[src/include/pms_cfg.svh]
`ifndef PMS_CFG_SVH
`define PMS_CFG_SVH

// primary system control fields
`define PMS_PE_BIT 0
`define PMS_WP_BIT 16
`define PMS_PG_BIT 31

// extended system control fields
`define PMS_PSE_BIT 4
`define PMS_PAE_BIT 5
`define PMS_PGE_BIT 7
`define PMS_CONTEXT_ID_ENABLE_BIT 17
`define PMS_SUPERVISOR_EXEC_PREVENTION_BIT 20

// extended feature enable fields
`define PMS_LME_BIT 8
`define PMS_LMA_BIT 10
`define PMS_NXE_BIT 11

// reset values
`define PMS_PRIMARY_RST 32'h0000_0000
`define PMS_EXTENDED_RST 32'h0000_0000
`define PMS_FEATURE_RST 64'h0000_0000_0000_0000

// address widths and bit positions
`define PMS_LEGACY_WIDTH 32
`define PMS_LARGE_PAGE_WIDTH 40
`define PMS_PHYS_CEILING 52
`define PMS_WIDE_LIN_WIDTH 48
`define PMS_CANON_LSB 47
`define PMS_WIDE_USED_MSB 47

`endif

[src/include/pms_pkg.sv]
package pms_pkg;

  typedef enum logic [1:0] {
    PMS_NONE,
    PMS_BITS32,
    PMS_EXTPHYS,
    PMS_WIDE
  } pms_mode_t;

  typedef enum logic [1:0] {
    PMS_SEL_PRIMARY,
    PMS_SEL_EXTENDED,
    PMS_SEL_FEATURE
  } pms_reg_sel_t;

  typedef struct packed {
    logic writeProtect;
    logic largePage;
    logic globalPage;
    logic contextId;
    logic execPrevention;
    logic noExecute;
  } pms_mods_t;

  typedef struct packed {
    logic [6:0] linWidth;
    logic [5:0] physWidthSmall;
    logic [5:0] physWidthLarge;
    logic page4k;
    logic page4m;
    logic page2m;
    logic page1g;
  } pms_geom_t;

  typedef struct packed {
    logic [31:0] primary;
    logic [31:0] extended;
    logic [63:0] feature;
    pms_mode_t mode;
    pms_mods_t mods;
    pms_geom_t geom;
    logic wrAck;
    logic fault;
    logic tlbFlush;
    logic [63:0] linOut;
    logic nonCanonical;
    logic passThrough;
  } pms_state_t;

endpackage

[src/verilog/pms_lin_shape.sv]
`include "pms_cfg.svh"

module pms_lin_shape
  import pms_pkg::*;
(
  // selected mode
  input wire pms_mode_t mode,
  input wire logic is64,
  // address in and out
  input wire logic [63:0] linAddr,
  output logic [63:0] shaped,
  output logic nonCanonical
);

  always_comb
  begin
    // legacy modes and compatibility sub-mode see only the low half
    shaped = {32'h0000_0000, linAddr[31:0]};
    nonCanonical = 1'b0;
    if (mode == PMS_WIDE && is64)
    begin
      shaped = {16'h0000, linAddr[`PMS_WIDE_USED_MSB:0]};
      nonCanonical = !((&linAddr[63:`PMS_CANON_LSB]) ||
                       !(|linAddr[63:`PMS_CANON_LSB]));
    end
  end

endmodule

[src/verilog/pms_paging_mode_select.sv]
`include "pms_cfg.svh"

// Overview of operation
// paging at bit 31, write-protect bit 16
// extended control flags at bits 4,5,7,17,20
// long-mode bit 8, no-execute bit 11
// paging off passes addresses, ignores modifiers
// paging needs protection enable set
// paging without extension selects 32-bit mode
// extension without long mode selects extended-physical
// extension with long mode selects wide
// long-mode-active equals paging AND long mode
// writes never touch long-mode-active bit
// legacy modes translate 32-bit linear addresses
// compatibility sub-mode zeroes bits 47:32
// 64-bit sub-mode canonical, ignores bits 63:48
// over 32 physical bits only large pages
// 4 MB pages only with large-page enable
// 2 MB in both extended modes, 1 GB in wide if supported
// execute-disable only extended modes with no-execute
// context identifiers only in wide mode
// long mode never seen in 32-bit mode
// physical width capped by implementation maximum
// software loads table base before paging
// address-space switches need no flush
// long-mode change while paging is refused
// paging with long mode, no extension refused
// clearing extension in wide mode refused
// clearing paging with context ids refused
// encoded mode plus pre-masked modifiers output
// flags registered, update on retiring write
module pms_paging_mode_select
  import pms_pkg::*;
#(
  parameter int MAX_PHYS_WIDTH = `PMS_PHYS_CEILING,
  parameter int LIN_WIDTH = `PMS_WIDE_LIN_WIDTH,
  parameter bit HAS_WIDE_LARGE_PAGE = 1'b1,
  parameter bit HAS_GIGA_PAGE = 1'b1
)
(
  // clock and reset
  input wire logic clk_sys,
  input wire logic resetn,
  // register write from instruction execution
  input wire logic wrEn,
  input wire pms_reg_sel_t wrSel,
  input wire logic [63:0] wrData,
  output logic wrAck,
  output logic fault,
  // register contents
  output logic [31:0] primarySystemControl,
  output logic [31:0] extendedSystemControl,
  output logic [63:0] extendedFeatureEnable,
  // mode to the translation unit
  output pms_mode_t mode,
  output pms_mods_t mods,
  output pms_geom_t geom,
  output logic tlbFlush,
  // linear address shaping
  input wire logic [63:0] linAddr,
  input wire logic linIs64,
  output logic [63:0] linOut,
  output logic nonCanonical,
  output logic passThrough
);

  // implementation maximum never exceeds the architectural ceiling
  localparam int PHYS_MAX = (MAX_PHYS_WIDTH > `PMS_PHYS_CEILING) ?
                            `PMS_PHYS_CEILING : MAX_PHYS_WIDTH;
  localparam int LARGE_MAX = (PHYS_MAX > `PMS_LARGE_PAGE_WIDTH) ?
                             `PMS_LARGE_PAGE_WIDTH : PHYS_MAX;
  localparam int LEGACY_MAX = (PHYS_MAX > `PMS_LEGACY_WIDTH) ?
                              `PMS_LEGACY_WIDTH : PHYS_MAX;
  localparam logic [5:0] PHYS_W = 6'(PHYS_MAX);
  localparam logic [5:0] LARGE_W = 6'(LARGE_MAX);
  localparam logic [5:0] LEGACY_W = 6'(LEGACY_MAX);
  localparam logic [6:0] WIDE_LIN_W = 7'(LIN_WIDTH);
  localparam logic [6:0] LEGACY_LIN_W = 7'(`PMS_LEGACY_WIDTH);

  pms_state_t s;
  pms_state_t next_s;

  logic [63:0] shapedAddr;
  logic shapedNonCanon;

  logic curPg;
  logic curPae;
  logic curLme;
  logic curPcide;
  logic newPg;
  logic newPe;
  logic refuse;
  logic nPg;
  logic nPae;
  logic nLme;
  logic nPse;
  logic nNxe;
  pms_mode_t nMode;

  pms_lin_shape u_shape (
    .mode(s.mode),
    .is64(linIs64),
    .linAddr(linAddr),
    .shaped(shapedAddr),
    .nonCanonical(shapedNonCanon)
  );

  always_comb
  begin
    next_s = s;
    next_s.wrAck = 1'b0;
    next_s.fault = 1'b0;
    curPg = s.primary[`PMS_PG_BIT];
    curPae = s.extended[`PMS_PAE_BIT];
    curLme = s.feature[`PMS_LME_BIT];
    curPcide = s.extended[`PMS_CONTEXT_ID_ENABLE_BIT];
    newPg = wrData[`PMS_PG_BIT];
    newPe = wrData[`PMS_PE_BIT];
    refuse = 1'b0;

    // write checks against the state before the write
    if (wrEn)
    begin
      next_s.wrAck = 1'b1;
      unique case (wrSel)
        PMS_SEL_PRIMARY:
        begin
          if (newPg && !newPe)
          begin
            refuse = 1'b1;
          end
          if (newPg && !curPg && !curPae && curLme)
          begin
            refuse = 1'b1;
          end
          if (!newPg && curPg && curPcide)
          begin
            refuse = 1'b1;
          end
          if (!refuse)
          begin
            next_s.primary = wrData[31:0];
          end
        end
        PMS_SEL_EXTENDED:
        begin
          if (!wrData[`PMS_PAE_BIT] && curPae && curPg && curLme)
          begin
            refuse = 1'b1;
          end
          if (!refuse)
          begin
            next_s.extended = wrData[31:0];
          end
        end
        PMS_SEL_FEATURE:
        begin
          if (curPg && (wrData[`PMS_LME_BIT] != curLme))
          begin
            refuse = 1'b1;
          end
          if (!refuse)
          begin
            next_s.feature = wrData;
            // written status bit is dropped, recomputed below
            next_s.feature[`PMS_LMA_BIT] = 1'b0;
          end
        end
        default:
        begin
          refuse = 1'b0;
        end
      endcase
      next_s.fault = refuse;
    end

    nPg = next_s.primary[`PMS_PG_BIT];
    nPae = next_s.extended[`PMS_PAE_BIT];
    nLme = next_s.feature[`PMS_LME_BIT];
    nPse = next_s.extended[`PMS_PSE_BIT];
    nNxe = next_s.feature[`PMS_NXE_BIT];

    // status tracks the registered control bits every cycle
    next_s.feature[`PMS_LMA_BIT] = nPg & nLme;

    // mode decode from the values being registered
    if (!nPg)
    begin
      nMode = PMS_NONE;
    end
    else if (!nPae)
    begin
      nMode = PMS_BITS32;
    end
    else if (!nLme)
    begin
      nMode = PMS_EXTPHYS;
    end
    else
    begin
      nMode = PMS_WIDE;
    end
    next_s.mode = nMode;

    // modifiers cleared wherever the mode does not use them
    next_s.mods = '0;
    next_s.geom = '0;
    next_s.geom.linWidth = LEGACY_LIN_W;
    next_s.geom.physWidthSmall = LEGACY_W;
    next_s.geom.physWidthLarge = LEGACY_W;
    unique case (nMode)
      PMS_NONE:
      begin
        next_s.mods = '0;
      end
      PMS_BITS32:
      begin
        next_s.mods.writeProtect = next_s.primary[`PMS_WP_BIT];
        next_s.mods.largePage = nPse;
        next_s.mods.globalPage = next_s.extended[`PMS_PGE_BIT];
        next_s.mods.execPrevention = next_s.extended[`PMS_SUPERVISOR_EXEC_PREVENTION_BIT];
        next_s.mods.noExecute = 1'b0;
        next_s.geom.page4k = 1'b1;
        next_s.geom.page4m = nPse;
        if (HAS_WIDE_LARGE_PAGE && nPse)
        begin
          next_s.geom.physWidthLarge = LARGE_W;
        end
      end
      PMS_EXTPHYS:
      begin
        next_s.mods.writeProtect = next_s.primary[`PMS_WP_BIT];
        next_s.mods.globalPage = next_s.extended[`PMS_PGE_BIT];
        next_s.mods.execPrevention = next_s.extended[`PMS_SUPERVISOR_EXEC_PREVENTION_BIT];
        next_s.mods.noExecute = nNxe;
        next_s.geom.page4k = 1'b1;
        next_s.geom.page2m = 1'b1;
        next_s.geom.physWidthSmall = PHYS_W;
        next_s.geom.physWidthLarge = PHYS_W;
      end
      PMS_WIDE:
      begin
        next_s.mods.writeProtect = next_s.primary[`PMS_WP_BIT];
        next_s.mods.globalPage = next_s.extended[`PMS_PGE_BIT];
        next_s.mods.contextId = next_s.extended[`PMS_CONTEXT_ID_ENABLE_BIT];
        next_s.mods.execPrevention = next_s.extended[`PMS_SUPERVISOR_EXEC_PREVENTION_BIT];
        next_s.mods.noExecute = nNxe;
        next_s.geom.linWidth = WIDE_LIN_W;
        next_s.geom.page4k = 1'b1;
        next_s.geom.page2m = 1'b1;
        next_s.geom.page1g = HAS_GIGA_PAGE;
        next_s.geom.physWidthSmall = PHYS_W;
        next_s.geom.physWidthLarge = PHYS_W;
      end
    endcase

    // flush only on a mode change; table-base switches keep cached entries
    next_s.tlbFlush = (nMode != s.mode);

    // address shaping for the mode currently in force
    next_s.linOut = shapedAddr;
    next_s.nonCanonical = shapedNonCanon;
    next_s.passThrough = (s.mode == PMS_NONE);
  end

  always_ff @(posedge clk_sys or negedge resetn)
  begin
    if (!resetn)
    begin
      s.primary <= `PMS_PRIMARY_RST;
      s.extended <= `PMS_EXTENDED_RST;
      s.feature <= `PMS_FEATURE_RST;
      s.mode <= PMS_NONE;
      s.mods <= '0;
      s.geom <= '0;
      s.wrAck <= 1'b0;
      s.fault <= 1'b0;
      s.tlbFlush <= 1'b0;
      s.linOut <= 64'h0000_0000_0000_0000;
      s.nonCanonical <= 1'b0;
      s.passThrough <= 1'b1;
    end
    else
    begin
      s <= next_s;
    end
  end

  assign wrAck = s.wrAck;
  assign fault = s.fault;
  assign primarySystemControl = s.primary;
  assign extendedSystemControl = s.extended;
  assign extendedFeatureEnable = s.feature;
  assign mode = s.mode;
  assign mods = s.mods;
  assign geom = s.geom;
  assign tlbFlush = s.tlbFlush;
  assign linOut = s.linOut;
  assign nonCanonical = s.nonCanonical;
  assign passThrough = s.passThrough;

endmodule

[config.mk]
export PLATFORM = sky130hd
export DESIGN_NAME = pms_paging_mode_select
export DESIGN_NICKNAME = d
export VERILOG_FILES = /design/src/include/pms_pkg.sv /design/src/verilog/pms_lin_shape.sv /design/src/verilog/pms_paging_mode_select.sv
export VERILOG_INCLUDE_DIRS = /design/src /design/src/include
export SDC_FILE = /design/constraint.sdc
export NUM_CORES = 1
export LEC_CHECK = 0
export BUFFER_PORTS_ARGS = -buffer_cell sky130_fd_sc_hd__buf_2
export CAP_MARGIN = 15
export CORE_MARGIN = 5
export CORE_UTILIZATION = 30
export DETAILED_ROUTE_END_ITERATION = 10
export PLACE_DENSITY_LB_ADDON = 0.25
export SYNTH_ARGS = -nofsm -noshare
export SYNTH_HDL_FRONTEND = slang
export SYNTH_SLANG_ARGS = --single-unit
[constraint.sdc]
create_clock -name clk_sys -period 1.7 [get_ports clk_sys]
set_input_delay 0.085 -clock clk_sys [delete_from_list [all_inputs] [get_ports clk_sys]]
set_output_delay 0.085 -clock clk_sys [all_outputs]
set_load 0.005 [all_outputs]
## Word-level counts from Yosys, hierarchy flattened

Cells that the tools add are included.

- Input port bits: 134
- Register bits: 227
- Word-level logic and storage cells: 102
- Output and inout port bits: 228

- Eq/ne operators: 8
- Bitwise gates (word level): 4
- Reductions and logical operators: 29
- Muxes and demuxes: 36

Operators with widths:

| operator | number |
|---|---|
| 2-to-1 mux 128 bit | 1 |
| 2-to-1 mux 32 bit | 4 |
| 2-to-1 mux 64 bit | 2 |
| 2-to-1 mux 48 bit | 1 |
| 2-to-1 mux 1 bit | 17 |
| AND reduction 17 bit | 1 |
| OR reduction 17 bit | 1 |
| one-hot mux 7 bit (2 select lines) | 1 |
| logical AND 1 bit | 11 |
| 2-to-1 mux 5 bit | 2 |
| AND reduction 3 bit | 3 |
| equality test 2 bit (second input constant) | 4 |
| zero test 1 bit | 7 |
| zero test 2 bit | 3 |
| 2-to-1 mux 2 bit | 3 |
| one-hot mux 2 bit (3 select lines) | 1 |
| equality test 2 x 1 -> 1 bit (second input constant) | 2 |
| 2-to-1 mux 4 bit | 1 |
| one-hot mux 1 bit (2 select lines) | 2 |
| inverter 1 bit | 3 |
| one-hot mux 1 bit (3 select lines) | 1 |
| OR reduction 3 bit | 1 |
| != test 2 bit | 1 |
| OR reduction 2 bit | 1 |
| other kinds (3) | 3 |

## Logic depth before layout (Yosys ltp)

- Depth after elaboration: 17
- Depth in mapped cells: 7
- Depth with buffers taken out: 6

## Cells and area by module

From an unflattened synthesis, not the netlist that was laid out.

- Cells, all modules: 506
- Area total of the unflattened synthesis: 7987.7 um2

Modules (own cells, without submodules):

| module | area each (um2) | seq. area each (um2) | cells an instance | instances |
|---|---|---|---|---|
| pms_paging_mode_select | 7425.9 | 5256.3 | 426 | 1 |
| pms_lin_shape | 561.8 | 0.0 | 80 | 1 |

## Worst setup path before layout

No wires, ideal clock.

- Path type: register -> register
- From: reg s, in the netlist primarySystemControl[31]
- To: reg s, in the netlist primarySystemControl[0]
- Data arrival time: 1.646 ns
- Setup time: 0.125 ns
- Slack: -0.071 ns
- Stages on the path, launching flop included: 6
- Required time: 1.575 ns
- Clock period less this slack: 1.771 ns
- Path buffers: 2
- Path through: dfrtp_1 buf_2 and3_4 a2111o_2 buf_6 mux2_4

- Cells in the longest elaborated chain, start to end: 10
- Elaborated cells on any way between the ends: 12
- Those cells by class: mux: 4; bitwise: 1; reduce/logical: 7

Ends and longest elaborated chain:

| item | RTL line | source |
|---|---|---|
| from (decl) | pms_paging_mode_select.sv:80 | `pms_state_t s;` |
| from (signal assigned) | pms_paging_mode_select.sv:285 | `s <= next_s;` |
| zero test 1 bit | pms_paging_mode_select.sv:132 | `if (newPg && !curPg && !curPae && curLme)` |
| logical AND 1 bit (3 in a row) | pms_paging_mode_select.sv:132 |  |
| 2-to-1 mux 1 bit | pms_paging_mode_select.sv:132 |  |
| 2-to-1 mux 1 bit (*) | pms_paging_mode_select.sv:136 | `if (!newPg && curPg && curPcide)` |
| 2-to-1 mux 1 bit (*) | pms_paging_mode_select.sv:125 | `unique case (wrSel)` |
| 2-to-1 mux 1 bit (*) | pms_paging_mode_select.sv:122 | `if (wrEn)` |
| inverter 1 bit (no source line) (*) | n/a |  |
| AND reduction 3 bit (no source line) (*) | n/a |  |

Every way passes the cells marked *; elsewhere a longest branch is shown, timed or not. The select of a mux whose other input is x is not followed.
A chain may end at the register's enable or synchronous reset.

## Final worst setup path

- From: reg s, in the netlist extendedFeatureEnable[8]
- To: reg s, in the netlist extendedFeatureEnable[34]

- Cells in the longest elaborated chain, start to end: 7

Ends and longest elaborated chain:

| item | RTL line | source |
|---|---|---|
| != test 1 bit | pms_paging_mode_select.sv:158 | `` if (curPg && (wrData[`PMS_LME_BIT] != curLme)) `` |
| logical AND 1 bit | pms_paging_mode_select.sv:158 |  |
| 2-to-1 mux 1 bit | pms_paging_mode_select.sv:158 |  |
| 2-to-1 mux 1 bit | pms_paging_mode_select.sv:125 |  |
| 2-to-1 mux 1 bit | pms_paging_mode_select.sv:122 |  |
| inverter 1 bit (no source line) | n/a |  |
| AND reduction 3 bit (no source line) | n/a |  |

No other way between the ends. The select of a mux whose other input is x is not followed.

==> qor.txt <==
Placed cells -> 1112
Cell taking the most area after synthesis -> dfrtp_1
Synth area leaders -> dfrtp_1, mux2_2, mux2_4
CP Launch Type -> flip-flop
Clk slew on worst S/H paths -> 0.08 ns
Global-route wire length before repair -> 32900 um
Mux cell area share after synthesis -> 21.2%
Arr. time, crit path -> 2.10 ns
Most frequent cells in the layout -> buf_2, dfrtp_1, dlygate4sd3_1
Peak supply drop -> 581 uV
Final setup violating endpoints -> 111
Initial Util -> 30.7%
Total core area -> 23600 um^2
Hold/Removal Path Class -> input pin to flip-flop
Root Driver -> clkbuf_16
CP Max Fanout -> 20
P&R area growth vs syn -> 61.5%
ANT nets after route -> 0
Die Footprint -> 27300 um^2
Routed wire length -> 22000 um
Post-DP HPWL -> 15200 um
Yosys reg bits -> 194
Pwr per Cell Area -> 1240 nW/um^2
Clk_lat worst skew -> 0.43 ns
Seq/Total Area, Yosys -> 67.1%
YS warnings -> 0
Drt first-iter violations -> 204
Adder-Cell Fraction of Synth Area -> 0%
Power Total -> 14.5 mW
Compound-Gate Fraction of Synth Area -> 1.50%
# DRC -> 0
Synth Cell Area -> 7240 um^2
Max Root-Sink Buffers -> 2
Clock skew -> 0.0130 ns
Max Fclk -> 558 MHz
GP Congestion -> 0.778
Die Height -> 165 um
Leak -> 5.91 nW
Syn Inst Count -> 446
Worst setup EP type -> flip-flop
Fin crit period -> 1.79 ns
Unique masters post-synth -> 38
Die width -> 165 um
Cts bufs inserted -> 17
Critical path type -> flip-flop to flip-flop
WL/cell -> 17.3 um
Max-slew violations -> 0
RSZ-0062 raised after global routing -> true
Failing checks -> negative setup slack
Reg2reg setup slack -> -0.09 ns
Total GRT Usage -> 15.6%
Non-Filler Instances -> 1272
Initial antenna violation count -> 1
Clock Sink Count -> 194
Post-synthesis simple-gate area fraction -> 4.56%
Avg Cell Area, Syn -> 16.2 um^2
DRT Pass-1 Iters -> 6
Pin count of the biggest net entering global routing -> 38
CTS tree -> built
Nets -> 1074
Grt total ovfl -> 0
Final hold vios -> 0
CTS HTree Levels -> 4
Number of global-route vias before repair -> 5989
Tcrit/Tclk final -> 105%
Largest family of logic cells by synthesized area -> multiplexers
Average vias per placed instance -> 4.23
Status -> finished with violations
XOR/XNOR share of the synthesized area -> 0.121%
CP Data Required Time -> 2.01 ns
I/O pin count -> 362
Layout cells sized above 1 -> 58.7%
Dpl ws -> -0.225 ns
# rows -> 56
Number of diodes -> 0
Post-synth top area share -> 66.7%
Maxcap violations -> 0
Final worst slack -> -0.0916 ns
Port bufs -> 335
Commonest non-fill, non-tap cell in the layout -> buf_2
Via count -> 5386
-- metrics by stage --
stage / TNS [ns] / hold slack [ns] / utilization (%) / instance area [um^2]
floorplan: 0 / -0.211 / - / 7340
global placement: -13.38 / 0.0245 / 39.9 / 9420
detailed placement: -13.10 / 0.0204 / 39.9 / 9420
CTS: -6.09 / 0.0194 / 48.4 / 11400
global route: -13.17 / 0.0653 / 49.5 / 11700
finish: -5.42 / 0.0809 / 49.5 / 11700
-- state kept, by name, summed over array words and instances, names as in the netlist, 5 cells and up --
signal                 count
extendedFeatureEnable     64
extendedSystemControl     32
geom                       7
linOut                    48
mods                       5
primarySystemControl      32
-- cell families (layout without fill, tap and decap cells) --
| logic type | after synthesis | in the layout |
|---|---|---|
| multiplexers | 126 | 126 |
| AND/OR/NAND/NOR | 53 | 53 |
| buffers and inverters | 57 | 539 |
| flip-flops | 194 | 194 |
| other | 2 | 27 |
| XOR/XNOR | 1 | 1 |
| AO/OA/AOI/OAI | 13 | 13 |
-- synth_stat cells --
| cell type | instances |
|---|---|
| clkbuf_1 | 2 |
| nor2b_1 | 3 |
| buf_4 | 42 |
| a2111o_2 | 1 |
| a211oi_1 | 1 |
| xor2_1 | 1 |
| nor3_1 | 3 |
| nand2b_1 | 1 |
| and2_4 | 1 |
| o21a_1 | 1 |
| nand3b_1 | 1 |
| nor3b_1 | 2 |
| nor2_1 | 4 |
| conb_1 | 2 |
| dfrtp_1 | 193 |
| a21oi_1 | 2 |
| a211oi_2 | 1 |
| nand4b_1 | 1 |
| mux2i_1 | 2 |
| mux2_2 | 93 |
| o31ai_1 | 1 |
| and3_4 | 1 |
| inv_1 | 7 |
| nor4_1 | 4 |
| or3b_2 | 1 |
| mux2_4 | 31 |
| a31oi_1 | 2 |
| buf_2 | 3 |
| nand4_1 | 5 |
| nor4bb_1 | 1 |
| dfstp_2 | 1 |
| nand2_1 | 3 |
| buf_6 | 3 |
| and3_1 | 2 |
| a41oi_1 | 1 |
| o41a_2 | 1 |
| and2_1 | 20 |
| o41ai_1 | 2 |
-- power breakdown --
| part | internal (mW) | switching (mW) | total, mW |
|---|---|---|---|
| clock network | 2.06 | 2.00 | 4.07 |
| registers | 5.73 | 0.593 | 6.32 |
| logic | 2.48 | 1.59 | 4.07 |
-- routing by layer --
metal / track usage [%] / part of all wire (%) / vias up
met3: 5.51 / 8.8 / 27
met4: 5.51 / 2.3 / 2
met2: 26.0 / 49 / 238
met5: 0 / 0.059 / -
met1: 18.9 / 40 / 2650
li1: - / - / 2469
-- critical path, stage by stage, from the launching register on --
cell and delay, ns:
dfrtp_1 0.41, buf_6 0.14, xor2_4 0.18, a211oi_4 0.26
buf_6 0.17, buf_12 0.17, mux2_2 0.34
-- area by class of cell --
type	count	area [um^2]
repair buffers	500	3450
clock inverters	13	156
flip-flops and latches	194	4860
multi-input cells	220	2360
clock buffers	19	453
fillers	2089	11900
inverters	7	26.3
well taps	319	399
-- worst paths after layout --
path	from	to	cells after the start
min	wrSel[1]	fault$_DFF_PN0_	3
min reg2reg	extendedFeatureEnable[55]$_DFFE_PN0P_	extendedFeatureEnable[55]$_DFFE_PN0P_	1
max in group asynchronous	resetn	extendedFeatureEnable[53]$_DFFE_PN0P_	3
max	extendedFeatureEnable[8]$_DFF_PN0_	extendedFeatureEnable[34]$_DFFE_PN0P_	6
max reg2reg	extendedFeatureEnable[8]$_DFF_PN0_	extendedFeatureEnable[34]$_DFFE_PN0P_	6
min in group asynchronous	resetn	geom[15]$_DFF_PN0_	2
-- timing repair --
item,in CTS,in global routing
pin swaps,5,2
hold buffers,116,0
resized for setup,47,42
endpoints found under the setup margin,124,127
cloned,0,2
hold endpoints to repair,363,0
setup buffers,5,5
Note: power is estimated with default switching activity, not from simulation.
